<file path="src/paafo_map.vh">
`ifndef PAAFO_MAP_VH
`define PAAFO_MAP_VH

`define PAAFO_WIDTH     8
`define PAAFO_RST_VEC   8'h00
`define PAAFO_RST_BIT   1'h0
`define PAAFO_ONE_BIT   1'h1
`define PAAFO_BIT_REF   0
`define PAAFO_BIT_CMPP  1
`define PAAFO_BIT_CMPN  2
`define PAAFO_BIT_T0CNT 3
`define PAAFO_BIT_SCK   4
`define PAAFO_BIT_DOUT  5
`define PAAFO_BIT_SDA   6
`define PAAFO_BIT_CAPT  7

`endif

</file>
<file path="src/paafo_pin.v">
`timescale 1ns/1ns
`include "paafo_map.vh"

// =============================================
// Per-pin override combiner
module paafo_pin
(
    input  wire pullup_override_en,
    input  wire pullup_override_val,
    input  wire direction_override_en,
    input  wire direction_override_val,
    input  wire value_override_en,
    input  wire value_override_val,
    input  wire toggle_override_en,
    input  wire input_en_override_en,
    input  wire input_en_override_val,
    input  wire port_out,
    input  wire dir,
    input  wire pullup_disable,
    input  wire sleep_mode,
    output wire pin_pullup,
    output wire pin_oe,
    output wire pin_out,
    output wire pin_din_en
);

    wire port_seen;
    wire plain_pullup;

    assign port_seen    = port_out ^ toggle_override_en;
    assign plain_pullup = ~dir & port_out & ~pullup_disable;
    assign pin_pullup   = pullup_override_en ? pullup_override_val : plain_pullup;
    assign pin_oe       = direction_override_en ? direction_override_val : dir;
    assign pin_out      = value_override_en ? value_override_val : port_seen;
    assign pin_din_en   = input_en_override_en ? input_en_override_val : ~sleep_mode;

endmodule

</file>
<file path="src/paafo_top.v">
`timescale 1ns/1ns
`include "paafo_map.vh"

// =============================================
// Port A alternate function override
module paafo_top
#(
    parameter WIDTH = `PAAFO_WIDTH
)
(
    input  wire             sys_clk,
    input  wire             srst,
    // Port registers
    input  wire [WIDTH-1:0] port_out,
    input  wire [WIDTH-1:0] dir,
    input  wire             pullup_disable,
    input  wire             sleep_mode,
    // Pad inputs
    input  wire [WIDTH-1:0] pin_in,
    // Serial unit
    input  wire             serial_wire_mode_hi,
    input  wire             serial_wire_mode_lo,
    input  wire             serial_data_out,
    input  wire             serial_two_wire_data,
    input  wire             serial_clock_hold,
    input  wire             serial_clock_toggle,
    input  wire             serial_start_irq_en,
    // Timers
    input  wire             timer1_compare_a_out,
    input  wire             timer1_compare_a_en,
    input  wire             timer1_compare_b_out,
    input  wire             timer1_compare_b_en,
    input  wire             timer0_compare_b_out,
    input  wire             timer0_compare_b_en,
    // Pin change
    input  wire [WIDTH-1:0] pinchg_src_en,
    input  wire             pinchg_group0_en,
    // Analog
    input  wire [WIDTH-1:0] analog_dis,
    input  wire             ref_select_hi,
    input  wire             ref_select_lo,
    // Pad controls
    output reg  [WIDTH-1:0] pad_pullup,
    output reg  [WIDTH-1:0] pad_oe,
    output reg  [WIDTH-1:0] pad_out,
    output reg  [WIDTH-1:0] pad_din_en,
    // Alternate inputs
    output reg  [WIDTH-1:0] pinchg_src,
    output reg              timer1_capture_in,
    output reg              timer0_count_in,
    output reg              timer1_count_in,
    output reg              serial_three_wire_clock,
    output reg              serial_data_in,
    output reg              comparator_pos_in,
    output reg              comparator_neg_in,
    output reg  [WIDTH-1:0] analog_ch_route
);

    // =============================================
    // Decoding helpers
    function pc_armed;
        input [WIDTH-1:0] src_en;
        input             grp_en;
        input integer     idx;
        begin
            pc_armed = src_en[idx] & grp_en;
        end
    endfunction

    function dien_ovr_en;
        input armed;
        input extra;
        input adis;
        begin
            dien_ovr_en = armed | extra | adis;
        end
    endfunction

    function od_drive;
        input pull_low;
        input port_bit;
        input dir_bit;
        begin
            od_drive = (pull_low | ~port_bit) & dir_bit;
        end
    endfunction

    function dien_ovr_val;
        input arm;
        input extra;
        begin
            dien_ovr_val = arm | extra;
        end
    endfunction

    // =============================================
    // Out-of-reset term
    reg run_ok;

    always @(posedge sys_clk)
    begin
        if (srst)
            run_ok <= `PAAFO_RST_BIT;
        else
            run_ok <= `PAAFO_ONE_BIT;
    end

    // =============================================
    // Mode decode
    wire three_wire;
    wire two_wire;
    wire ref_ext;
    wire sda_drive;
    wire [WIDTH-1:0] armed;

    assign three_wire = ~serial_wire_mode_hi & serial_wire_mode_lo;
    assign two_wire   = serial_wire_mode_hi;
    assign ref_ext    = (~ref_select_hi & ref_select_lo) | (ref_select_hi & ref_select_lo);
    assign sda_drive  = two_wire & dir[`PAAFO_BIT_SDA];

    genvar g;
    generate
        for (g = 0; g < WIDTH; g = g + 1)
        begin : gen_armed
            assign armed[g] = pc_armed(pinchg_src_en, pinchg_group0_en, g);
        end
    endgenerate

    // =============================================
    // Override signal vectors
    wire [WIDTH-1:0] pullup_override_en;
    wire [WIDTH-1:0] pullup_override_val;
    wire [WIDTH-1:0] direction_override_en;
    wire [WIDTH-1:0] direction_override_val;
    wire [WIDTH-1:0] value_override_en;
    wire [WIDTH-1:0] value_override_val;
    wire [WIDTH-1:0] toggle_override_en;
    wire [WIDTH-1:0] input_en_override_en;
    wire [WIDTH-1:0] input_en_override_val;

    // Bit 0: reference pin
    assign pullup_override_en[`PAAFO_BIT_REF]     = run_ok & ref_ext;
    assign pullup_override_val[`PAAFO_BIT_REF]    = `PAAFO_RST_BIT;
    assign direction_override_en[`PAAFO_BIT_REF]  = run_ok & ref_ext;
    assign direction_override_val[`PAAFO_BIT_REF] = `PAAFO_RST_BIT;
    assign value_override_en[`PAAFO_BIT_REF]      = run_ok & ref_ext;
    assign value_override_val[`PAAFO_BIT_REF]     = `PAAFO_RST_BIT;
    assign toggle_override_en[`PAAFO_BIT_REF]     = `PAAFO_RST_BIT;
    assign input_en_override_en[`PAAFO_BIT_REF]   =
        dien_ovr_en(armed[`PAAFO_BIT_REF], `PAAFO_RST_BIT, analog_dis[`PAAFO_BIT_REF]);
    assign input_en_override_val[`PAAFO_BIT_REF]  = armed[`PAAFO_BIT_REF];

    // Bits 1 to 3: plain pins with pin-change and analog
    generate
        for (g = `PAAFO_BIT_CMPP; g <= `PAAFO_BIT_T0CNT; g = g + 1)
        begin : gen_plain
            assign pullup_override_en[g]     = `PAAFO_RST_BIT;
            assign pullup_override_val[g]    = `PAAFO_RST_BIT;
            assign direction_override_en[g]  = `PAAFO_RST_BIT;
            assign direction_override_val[g] = `PAAFO_RST_BIT;
            assign value_override_en[g]      = `PAAFO_RST_BIT;
            assign value_override_val[g]     = `PAAFO_RST_BIT;
            assign toggle_override_en[g]     = `PAAFO_RST_BIT;
            assign input_en_override_en[g]   = dien_ovr_en(armed[g], `PAAFO_RST_BIT, analog_dis[g]);
            assign input_en_override_val[g]  = armed[g];
        end
    endgenerate

    // Bit 4: serial clock
    assign pullup_override_en[`PAAFO_BIT_SCK]     = `PAAFO_RST_BIT;
    assign pullup_override_val[`PAAFO_BIT_SCK]    = `PAAFO_RST_BIT;
    assign direction_override_en[`PAAFO_BIT_SCK]  = two_wire;
    assign direction_override_val[`PAAFO_BIT_SCK] =
        od_drive(serial_clock_hold, port_out[`PAAFO_BIT_SCK], dir[`PAAFO_BIT_SCK]);
    assign value_override_en[`PAAFO_BIT_SCK]      = two_wire & dir[`PAAFO_BIT_SCK];
    assign value_override_val[`PAAFO_BIT_SCK]     = `PAAFO_RST_BIT;
    assign toggle_override_en[`PAAFO_BIT_SCK]     = serial_clock_toggle;
    assign input_en_override_en[`PAAFO_BIT_SCK]   =
        dien_ovr_en(armed[`PAAFO_BIT_SCK], serial_start_irq_en, analog_dis[`PAAFO_BIT_SCK]);
    assign input_en_override_val[`PAAFO_BIT_SCK]  = dien_ovr_val(armed[`PAAFO_BIT_SCK], serial_start_irq_en);

    // Bit 5: serial data-out and compare B
    assign pullup_override_en[`PAAFO_BIT_DOUT]     = `PAAFO_RST_BIT;
    assign pullup_override_val[`PAAFO_BIT_DOUT]    = `PAAFO_RST_BIT;
    assign direction_override_en[`PAAFO_BIT_DOUT]  = `PAAFO_RST_BIT;
    assign direction_override_val[`PAAFO_BIT_DOUT] = `PAAFO_RST_BIT;
    assign value_override_en[`PAAFO_BIT_DOUT]      = three_wire | timer1_compare_b_en;
    assign value_override_val[`PAAFO_BIT_DOUT]     =
        three_wire ? serial_data_out : timer1_compare_b_out;
    assign toggle_override_en[`PAAFO_BIT_DOUT]     = `PAAFO_RST_BIT;
    assign input_en_override_en[`PAAFO_BIT_DOUT]   =
        dien_ovr_en(armed[`PAAFO_BIT_DOUT], `PAAFO_RST_BIT, analog_dis[`PAAFO_BIT_DOUT]);
    assign input_en_override_val[`PAAFO_BIT_DOUT]  = armed[`PAAFO_BIT_DOUT];

    // Bit 6: serial data and compare A
    assign pullup_override_en[`PAAFO_BIT_SDA]     = `PAAFO_RST_BIT;
    assign pullup_override_val[`PAAFO_BIT_SDA]    = `PAAFO_RST_BIT;
    assign direction_override_en[`PAAFO_BIT_SDA]  = two_wire;
    assign direction_override_val[`PAAFO_BIT_SDA] =
        od_drive(~serial_two_wire_data, port_out[`PAAFO_BIT_SDA], dir[`PAAFO_BIT_SDA]);
    assign value_override_en[`PAAFO_BIT_SDA]      = sda_drive | timer1_compare_a_en;
    assign value_override_val[`PAAFO_BIT_SDA]     = ~sda_drive & timer1_compare_a_out;
    assign toggle_override_en[`PAAFO_BIT_SDA]     = `PAAFO_RST_BIT;
    assign input_en_override_en[`PAAFO_BIT_SDA]   =
        dien_ovr_en(armed[`PAAFO_BIT_SDA], serial_start_irq_en, analog_dis[`PAAFO_BIT_SDA]);
    assign input_en_override_val[`PAAFO_BIT_SDA]  = dien_ovr_val(armed[`PAAFO_BIT_SDA], serial_start_irq_en);

    // Bit 7: timer 0 compare B and capture
    assign pullup_override_en[`PAAFO_BIT_CAPT]     = `PAAFO_RST_BIT;
    assign pullup_override_val[`PAAFO_BIT_CAPT]    = `PAAFO_RST_BIT;
    assign direction_override_en[`PAAFO_BIT_CAPT]  = `PAAFO_RST_BIT;
    assign direction_override_val[`PAAFO_BIT_CAPT] = `PAAFO_RST_BIT;
    assign value_override_en[`PAAFO_BIT_CAPT]      = timer0_compare_b_en;
    assign value_override_val[`PAAFO_BIT_CAPT]     = timer0_compare_b_out;
    assign toggle_override_en[`PAAFO_BIT_CAPT]     = `PAAFO_RST_BIT;
    assign input_en_override_en[`PAAFO_BIT_CAPT]   =
        dien_ovr_en(armed[`PAAFO_BIT_CAPT], `PAAFO_RST_BIT, analog_dis[`PAAFO_BIT_CAPT]);
    assign input_en_override_val[`PAAFO_BIT_CAPT]  = armed[`PAAFO_BIT_CAPT];

    // =============================================
    // Per-pin combiners
    wire [WIDTH-1:0] next_pad_pullup;
    wire [WIDTH-1:0] next_pad_oe;
    wire [WIDTH-1:0] next_pad_out;
    wire [WIDTH-1:0] next_pad_din_en;
    wire [WIDTH-1:0] din;

    generate
        for (g = 0; g < WIDTH; g = g + 1)
        begin : gen_pin
            paafo_pin u_pin
            (
                .pullup_override_en     (pullup_override_en[g]),
                .pullup_override_val    (pullup_override_val[g]),
                .direction_override_en  (direction_override_en[g]),
                .direction_override_val (direction_override_val[g]),
                .value_override_en      (value_override_en[g]),
                .value_override_val     (value_override_val[g]),
                .toggle_override_en     (toggle_override_en[g]),
                .input_en_override_en   (input_en_override_en[g]),
                .input_en_override_val  (input_en_override_val[g]),
                .port_out               (port_out[g]),
                .dir                    (dir[g]),
                .pullup_disable         (pullup_disable),
                .sleep_mode             (sleep_mode),
                .pin_pullup             (next_pad_pullup[g]),
                .pin_oe                 (next_pad_oe[g]),
                .pin_out                (next_pad_out[g]),
                .pin_din_en             (next_pad_din_en[g])
            );
            assign din[g] = pin_in[g] & next_pad_din_en[g];
        end
    endgenerate

    // =============================================
    // Registered pad controls
    always @(posedge sys_clk)
    begin
        if (srst)
        begin
            pad_pullup              <= `PAAFO_RST_VEC;
            pad_oe                  <= `PAAFO_RST_VEC;
            pad_out                 <= `PAAFO_RST_VEC;
            pad_din_en              <= `PAAFO_RST_VEC;
        end
        else
        begin
            pad_pullup              <= next_pad_pullup;
            pad_oe                  <= next_pad_oe;
            pad_out                 <= next_pad_out;
            pad_din_en              <= next_pad_din_en;
        end
    end

    // =============================================
    // Registered alternate inputs
    always @(posedge sys_clk)
    begin
        if (srst)
        begin
            pinchg_src              <= `PAAFO_RST_VEC;
            timer1_capture_in       <= `PAAFO_RST_BIT;
            timer0_count_in         <= `PAAFO_RST_BIT;
            timer1_count_in         <= `PAAFO_RST_BIT;
            serial_three_wire_clock <= `PAAFO_RST_BIT;
            serial_data_in          <= `PAAFO_RST_BIT;
            comparator_pos_in       <= `PAAFO_RST_BIT;
            comparator_neg_in       <= `PAAFO_RST_BIT;
            analog_ch_route         <= `PAAFO_RST_VEC;
        end
        else
        begin
            pinchg_src              <= din;
            timer1_capture_in       <= din[`PAAFO_BIT_CAPT];
            timer0_count_in         <= din[`PAAFO_BIT_T0CNT];
            timer1_count_in         <= din[`PAAFO_BIT_SCK];
            serial_three_wire_clock <= din[`PAAFO_BIT_SCK];
            serial_data_in          <= din[`PAAFO_BIT_SDA];
            comparator_pos_in       <= analog_dis[`PAAFO_BIT_CMPP];
            comparator_neg_in       <= analog_dis[`PAAFO_BIT_CMPN];
            analog_ch_route         <= analog_dis;
        end
    end

endmodule

</file>
<file path="config.mk">
export PLATFORM = sky130hd
export DESIGN_NAME = paafo_top
export DESIGN_NICKNAME = d
export VERILOG_FILES = /design/src/paafo_pin.v /design/src/paafo_top.v
export VERILOG_INCLUDE_DIRS = /design/src
export SDC_FILE = /design/constraint.sdc
export NUM_CORES = 1
export LEC_CHECK = 0
export BUFFER_PORTS_ARGS = -buffer_cell sky130_fd_sc_hd__buf_2
export CORE_ASPECT_RATIO = 0.8
export CORE_MARGIN = 2
export CORE_UTILIZATION = 47
export CTS_CLUSTER_DIAMETER = 120
export DETAILED_ROUTE_END_ITERATION = 8
export GPL_ROUTABILITY_DRIVEN = 1
export PLACE_DENSITY = 0.84
export SYNTH_ARGS = -nofsm -noshare
export SYNTH_HDL_FRONTEND = slang
export SYNTH_HIERARCHICAL = 1
export SYNTH_SLANG_ARGS = --single-unit
</file>
<file path="constraint.sdc">
create_clock -name sys_clk -period 3.17 [get_ports sys_clk]
set_clock_uncertainty 0.15 [all_clocks]
set_input_delay 0 -clock sys_clk [delete_from_list [all_inputs] [get_ports sys_clk]]
set_output_delay 0 -clock sys_clk [all_outputs]
set_load 0.005 [all_outputs]
</file>
; Yosys cells after proc, flatten, opt, wreduce, memory -nomap -nowiden
; Cells that the tools add are included.
[totals]
ram_bits = 0
memories = 0
latchBits = 0
mem_bits_ro = 0
output_inout_bits = 55
ff_bits = 55
elab_cells = 107
inputBits = 60
[classes]
eq_ne = 0
mul = 0
muxes = 15
n_reduce_logical = 2
n_lt_le_gt_ge = 0
add_sub_neg = 0
div_mod_pow = 0
shifts = 0
bitwise = 73
[ops]
columns = operator, count
row1 = bitwise AND 1 bit, 41
row2 = NOT 1 bit, 16
row3 = two-way mux 1 bit, 15
row4 = bitwise OR 1 bit, 15
row5 = OR reduction 2 bit, 2
row6 = XOR 1 bit, 1

; Depth between registers and ports, before layout
; Gate-level depths: netlist of run 1.
[logic_depth]
depth_word = 5
ltp_mapped = 6
mapped_depth_nobuf = 6

; Modules after synthesis
; Netlist of run 1, hierarchy kept.
[modules_own_cells]
columns = module, area_per_inst_um2, instances, seq_area_each_um2, cells_per_inst
row1 = paafo_top, 1561.5, 1, 980.9, 136
row2 = paafo_pin, 61.3, 8, 0.0, 9

; Worst setup path after synthesis of run 1
; OpenSTA, ideal clock, no wires.
[synth_timing]
path_kind = flip-flop to flip-flop
start = register run_ok
end = register pad_oe[0]
t_required_ns = 2.906
path_slack_ns = 1.984
path_stages_with_launch = 4
arrival_ns = 0.922
setup_ns = 0.114
cell_sequence = dfxtp_1 and2_1 mux2_2 nor2b_1
[synth_between]
elab_chain_cells = 2
[synth_rtl]
columns = item, line_no
row1 = from (decl), paafo_top.v:98  ; reg run_ok;
row2 = from (signal assigned), paafo_top.v:103  ; run_ok <= `PAAFO_RST_BIT;
row3 = from (signal assigned), paafo_top.v:105  ; run_ok <= `PAAFO_ONE_BIT;
row4 = bitwise AND 1 bit, paafo_top.v:144  ; assign direction_override_en[`PAAFO_BIT_REF] = run_ok & ref_ext;
row5 = net direction_override_en[0], paafo_top.v:133  ; wire [WIDTH-1:0] direction_override_en;
row6 = OR reduction 2 bit (no line), --
row7 = to (signal assigned), paafo_top.v:262  ; pad_oe <= `PAAFO_RST_VEC;
row8 = to (signal assigned), paafo_top.v:269  ; pad_oe <= next_pad_oe;
row9 = to (decl), paafo_top.v:44  ; output reg [WIDTH-1:0] pad_oe,
; The timed path passes the listed nets, and every way through them passes these cells.
; A chain may end at the register's enable or synchronous reset.

; Worst setup path after layout of run 1
[layout_timing]
start = register run_ok
end = register pad_pullup[0]
[layout_between]
elab_chain_cells = 2
[layout_rtl]
columns = item, line_no
row1 = bitwise AND 1 bit, --
row2 = net direction_override_en[0], paafo_top.v:133
row3 = OR reduction 2 bit (no line), --
row4 = to (signal assigned), paafo_top.v:261  ; pad_pullup <= `PAAFO_RST_VEC;
row5 = to (signal assigned), paafo_top.v:268  ; pad_pullup <= next_pad_pullup;
row6 = to (decl), paafo_top.v:43  ; output reg [WIDTH-1:0] pad_pullup,
; The timed path passes the listed nets, and every way through them passes these cells.

==> flow_summary_export.csv, run 1 <==
group,metric,value,unit
synthesis,ys_warn_count,6,
timing,tightest_slew,0.791,ns
clocking,clk_pin_slew,0.08,ns
synthesis,ys_seq_area_share,47.8,%
placed_design,gp_congestion,0.711,
power,leakagePower,0.00170,µW
final_layout,seq_area,981,µm²
power,ir_drop,0.000337,V
timing,drv_slew,0,
global_route,grt_start_max_net_pins,42,
hold_path,hold_start,"serial_wire_mode_hi",
clocking,cts_buffer_depth,2,
placed_design,port_buffers,113,
global_route,grt_pass1_wl,8830,µm
clocking,ctsResizeCount,0,
die,ios,115,
status,outcome,"finished, final reports clean",
critical_path,arrival,1.78,ns
final_layout,antennaDiodeCount,0,
drt,drt-wirelength-per-cell,10.9,µm
critical_path,max_stage_delay,0.57,ns
timing,min_period,1.71,ns
timing,grt_setup_unrepaired,"false",
timing,fmax,0.586,GHz
final_layout,drive_gt1_share,35.9,%
critical_path,cp-startpoint,"run_ok$_DFF_P_",
timing,fin_crit_sh,53.8,%
final_layout,area_delta_synth_final,60.5,%
die,dieArea,4910,µm²
final_layout,nets,469,
final_layout,num-fill-cells,319,
critical_path,critPathRequiredTime,3.24,ns
timing,hold_violations,0,
timing,setup_viol,0,
critical_path,critical_path_class,"reg -> reg",
global_route,track_usage,22.5,%
die,initial_core_util,49.1,%
clocking,clk_latency,0.29,ns
die,core-area,4180,µm²
drt,drcViolationCount,0,
drt,wl,5110,µm
critical_path,cp-start-kind,"flop",
synthesis,syn_inst,208,
global_route,grt_overflow,0,
die,rows,21,
timing,hold-worst-slack,0.0140,ns
critical_path,crit_chain,"and2_1 > o41ai_2 > dlygate4sd3_1 > nor2b_1",
die,fp.dieH,63.1,µm
critical_path,critPathSlowestCell,"dlygate4sd3_1",
die,die_w,77.9,µm
timing,setup_tns,0,ns
timing,max_slew_margin,47.3,%
drt,drt_iter0_markers,28,
hold_path,hp-class,"in -> reg",
drt,dr.pass1.iters,3,
clocking,clockRootBuffer,"clkbuf_8",
synthesis,synth_area_per_cell,9.87,µm²
clocking,cts_buffers,5,
synthesis,ys_ff_latch,49,
clocking,clock-sinks,49,
critical_path,endpoint_kind,"flop",
clocking,htree_levels,2,
clocking,post_cts_buffers,0,
critical_path,crit-reg2reg-launch,"run_ok$_DFF_P_",
placed_design,hpwl,3320,µm
power,power_density,383,nW/µm²
synthesis,syn_area,2050,µm²
final_layout,multi_input_area,1130,µm²
drt,detail-route-antenna-nets,0,
critical_path,cp_max_fo,5,
global_route,antenna_found_initial,0,
clocking,cts_hold_buf,42,
drt,vias,1935,
job,drv_cap,0,
global_route,grt_pass1_vias,2065,
clocking,cts_tree,"built",
drt,viasPerCell,4.14,
synthesis,synth_cell_types,19,
cell usage after synthesis (all sizes together):
library cell  count  area (µm²)
and2             16         100
a21boi            3        22.5
inv              10        37.5
dfxtp            49         981
nand2            24        90.1
o21ai            16        80.1
or2               8        50.1
conb              1        3.75
nand2b            2        12.5
a21o              3        22.5
xnor2             8        70.1
o41ai             8         130
mux2              9         101
nor2b            40         263
buf              11        87.6
layout by cell type, fill, tap and decap left out:
cell,count
a21boi_0,3
a21o_1,3
and2_1,16
buf_2,113
clkbuf_1,2
clkbuf_8,5
clkinvlp_4,1
conb_1,51
dfxtp_1,49
dlygate4sd3_1,42
inv_1,10
mux2_2,9
nand2_1,24
nand2b_1,2
nor2b_1,35
nor2b_2,5
o21ai_0,16
o41ai_2,8
or2_1,2
or2_2,6
xnor2_1,8
stage by stage:
stage               cells  util, %  power [µW]  cell area, µm²  setup WS, ns
floorplan             258        -         787            2240          1.98
finish                467     78.8        1260            3290          1.46
detailed placement    417     66.8         873            2790          1.84
CTS                   467     78.8        1260            3290          1.48
global placement      417     66.8         867            2790          1.87
global route          467     78.8        1340            3290          1.41
sequential cells by signal, summed over array words and instances (netlist names):
name / flops
analog_ch_route: 8
pad_din_en: 8
pad_oe: 8
pad_out: 8
pad_pullup: 8
pinchg_src: 8
run_ok: 1
where the power goes:
group | total (µW) | internal [µW] | switching [µW] | leakage, µW
Combinational | 248 | 146 | 101 | 0.00125
Clock | 354 | 156 | 198 | 0.0000385
Sequential | 661 | 652 | 9.11 | 0.000406
Total | 1260 | 954 | 308 | 0.00170
worst max-delay path: cells and delay by family, from the launching register on:
kind,cells,cell delay (ns)
AOI/OAI and AO/OA,1,0.30
and+or+nand+nor,2,0.31
DFF,1,0.30
buffers and inverters,1,0.57
path summary, 6_finish.rpt:
path,to,slack [ns],depth (start not counted)
worst max-delay path,pad_pullup[0]$_SDFF_PP0_,1.46,4
worst min-delay path,pad_oe[6]$_SDFF_PP0_,0.01,3
worst max register to register,pad_pullup[0]$_SDFF_PP0_,1.46,4
worst min register to register,pad_out[0]$_SDFF_PP0_,0.66,3
layer usage:
metal  vias to the layer above  part of all wire, %  global-route usage [%]
met3                         8                  3.5                    3.87
met5                         -                    0                       0
li1                       1013                    -                       -
met1                       866                   38                    22.9
met4                         0                  1.9                    8.04
met2                        48                   57                    45.2
kinds of logic after synthesis:
family                 share of synthesized area (%)
AO/OA/AOI/OAI                                   12.4
XOR/XNOR                                        3.41
buffers and inverters                           6.10
flip-flops                                      47.8
multiplexers                                    4.94
other                                          0.183
AND/OR/NAND/NOR                                 25.1
area by class of cell:
class / instances / share of cell area, %
inverters: 10 / 1.14
clock inverters: 1 / 0.228
multi-input cells: 188 / 34.4
repair buffers: 155 / 29.9
flip-flops and latches: 49 / 29.8
clock buffers: 7 / 2.32
well taps: 57 / 2.17
Note: power is estimated with default switching activity, not from simulation.
==> inputs of run 2 (changes only) <==
--- a/config.mk
+++ b/config.mk
@@ -9,11 +9,11 @@
 export BUFFER_PORTS_ARGS = -buffer_cell sky130_fd_sc_hd__buf_2
 export CORE_ASPECT_RATIO = 0.8
 export CORE_MARGIN = 2
-export CORE_UTILIZATION = 47
+export CORE_UTILIZATION = 39
 export CTS_CLUSTER_DIAMETER = 120
 export DETAILED_ROUTE_END_ITERATION = 8
 export GPL_ROUTABILITY_DRIVEN = 1
-export PLACE_DENSITY = 0.84
+export PLACE_DENSITY = 0.75
 export SYNTH_ARGS = -nofsm -noshare
 export SYNTH_HDL_FRONTEND = slang
 export SYNTH_HIERARCHICAL = 1
==> constraint.sdc (replaced) <==
create_clock -name sys_clk -period 1.4 [get_ports sys_clk]
set_clock_uncertainty 0.15 [all_clocks]
set_input_delay 0 -clock sys_clk [delete_from_list [all_inputs] [get_ports sys_clk]]
set_output_delay 0 -clock sys_clk [all_outputs]
set_load 0.005 [all_outputs]
==> run 2 against run 1 <==
Effect of this change: the flow now finishes with violations (hold timing); via count rose by 1.7%; critical path depth up 3; global-route usage is 5.2 points lower; count of clock-buffer cells in the layout is the same; power rose by 130%; sequential power grew 130%; first-iteration DRC count up 75%; utilization shrank 11 points; worst setup slack got worse by 1.4 ns; clock power increased by 150%; sequential cell count stayed put.
==> flow_summary_export.csv, run 2 (synthesized netlist as in run 1, its figures left out) <==
group,metric,value,unit
status,outcome,"complete, but fails checks",
status,violations,"hold timing",
die,dieArea,5860,µm²
critical_path,reg2reg_slack,0.14,ns
placed_design,gp_congestion,0.744,
global_route,grt_start_max_net_pins,20,
clocking,cts_tree,"built",
final_layout,final_cell_mix,"112 x buf_2, 51 x conb_1, 49 x dfxtp_1",
die,ios,115,
power,leakagePower,0.00175,µW
critical_path,critical_path_class,"in -> reg",
clocking,clk_pin_slew,0.09,ns
drt,dr.pass1.iters,4,
critical_path,endpoint,"pinchg_src[5]$_SDFF_PP0_",
clocking,clock-sinks,49,
final_layout,area_delta_synth_final,65.9,%
drt,wl,5250,µm
timing,min_period,1.36,ns
die,core-area,5040,µm²
timing,setup_tns,0,ns
die,rows,23,
drt,drcViolationCount,0,
critical_path,reg2reg_depth,3,
timing,setup_viol,0,
drt,viasPerCell,4.10,
clocking,clockRootBuffer,"clkbuf_8",
critical_path,cp-start-kind,"input port",
placed_design,hpwl,3490,µm
critical_path,rr_endpoint,"pad_oe[0]$_SDFF_PP0_",
final_layout,antennaDiodeCount,0,
timing,drv_slew,0,
power,power_density,868,nW/µm²
timing,grt_setup_unrepaired,"false",
die,die_w,85.1,µm
clocking,cts_buffer_depth,2,
job,drv_cap,0,
critical_path,critPathRequiredTime,1.44,ns
drt,vias,1967,
die,initial_core_util,40.7,%
clocking,clk_latency,0.28,ns
global_route,grt_pass1_wl,7860,µm
timing,hold_violations,1,
critical_path,endpoint_kind,"flop",
final_layout,nets,477,
clocking,cts_buffers,5,
critical_path,crit-reg2reg-launch,"run_ok$_DFF_P_",
timing,fin_crit_sh,97.4,%
critical_path,cp_max_fo,2,
timing,fmax,0.733,GHz
global_route,track_usage,17.3,%
placed_design,port_buffers,113,
final_layout,drive_gt1_share,36.4,%
drt,drt-wirelength-per-cell,10.9,µm
power,ir_drop,0.000636,V
hold_path,hp-class,"in -> reg",
clocking,post_cts_buffers,0,
critical_path,cp-startpoint,"analog_dis[5]",
final_layout,num-fill-cells,426,
final_layout,final_common_cell,"buf_2",
timing,hold-worst-slack,-0.00993,ns
global_route,antenna_found_initial,0,
critical_path,arrival,1.40,ns
drt,detail-route-antenna-nets,0,
global_route,grt_pass1_vias,1830,
global_route,grt_overflow,0,
drt,drt_iter0_markers,49,
die,fp.dieH,68.9,µm
clocking,htree_levels,2,
==> run 2: cell types whose count changed in the layout (fill, tap and decap cells not counted), sizes merged <==
cell | previous run | this run
clkinv | 0 | 1
buf | 113 | 115
dlygate4sd3 | 42 | 48
clkinvlp | 1 | 0
==> run 2: area by class of cell <==
cell class | count | area, µm² | share of cell area [%]
multi-input cells | 188 | 1140 | 33.6
repair buffers | 163 | 1060 | 31.2
flip-flops and latches | 49 | 981 | 28.8
clock buffers | 7 | 96.3 | 2.83
well taps | 62 | 77.6 | 2.28
inverters | 10 | 37.5 | 1.10
clock inverters | 1 | 5.00 | 0.147
==> run 2: worst max-delay path, cell delays in order <==
cell           delay, ns
dlygate4sd3_1       0.54
buf_2               0.13
or2_2               0.29
nand2_1             0.06
o21ai_0             0.07
nor2b_2             0.16
and2_1              0.16
==> run 2: timing repair <==
| item | CTS | global route |
|---|---|---|
| endpoints found under the hold margin | 44 | 1 |
| gates resized for setup | 0 | 3 |
| setup endpoints to repair | 0 | 3 |
| hold buffers | 48 | 1 |
==> run 2: worst min-delay path by stage <==
stage	from	end	slack, ns	cells past startpoint
2_1_floorplan	srst	pad_din_en[0]$_SDFF_PP0_	-0.07	1
3_5_place_dp	pin_in[5]	pinchg_src[5]$_SDFF_PP0_	0.05	2
6_report	port_out[7]	pad_out[7]$_SDFF_PP0_	-0.01	4
5_1_grt	pullup_disable	pad_pullup[6]$_SDFF_PP0_	0.05	3
3_3_place_gp	pin_in[6]	pinchg_src[6]$_SDFF_PP0_	0.05	2
4_1_cts	serial_start_irq_en	pad_din_en[6]$_SDFF_PP0_	0.008	5
==> run 2: power breakdown <==
group          internal [µW]  switching [µW]  total [µW]
Sequential              1470            19.9        1490
Clock                    447             437         884
Combinational            342             233         575
==> run 2: per-stage QoR <==
| step | instance area [µm²] | total power [µW] | worst slack, ns | cells | util (%) |
|---|---|---|---|---|---|
| global placement | 2810 | 1970 | 0.130 | 424 | 55.8 |
| finish | 3400 | 2950 | 0.0362 | 480 | 67.6 |
| detailed placement | 2810 | 1980 | 0.121 | 424 | 55.8 |
| CTS | 3390 | 2970 | 0.0141 | 480 | 67.4 |
| floorplan | 2240 | 1780 | 0.214 | 258 | - |
| global route | 3400 | 3120 | 0.000104 | 480 | 67.6 |
==> run 2: layer usage <==
metal | wire (µm) | global-route usage, %
met2 | 3000 | 34.7
met1 | 1980 | 17.7
met3 | 205 | 4.05
met5 | 0 | 0
met4 | 73 | 6.55
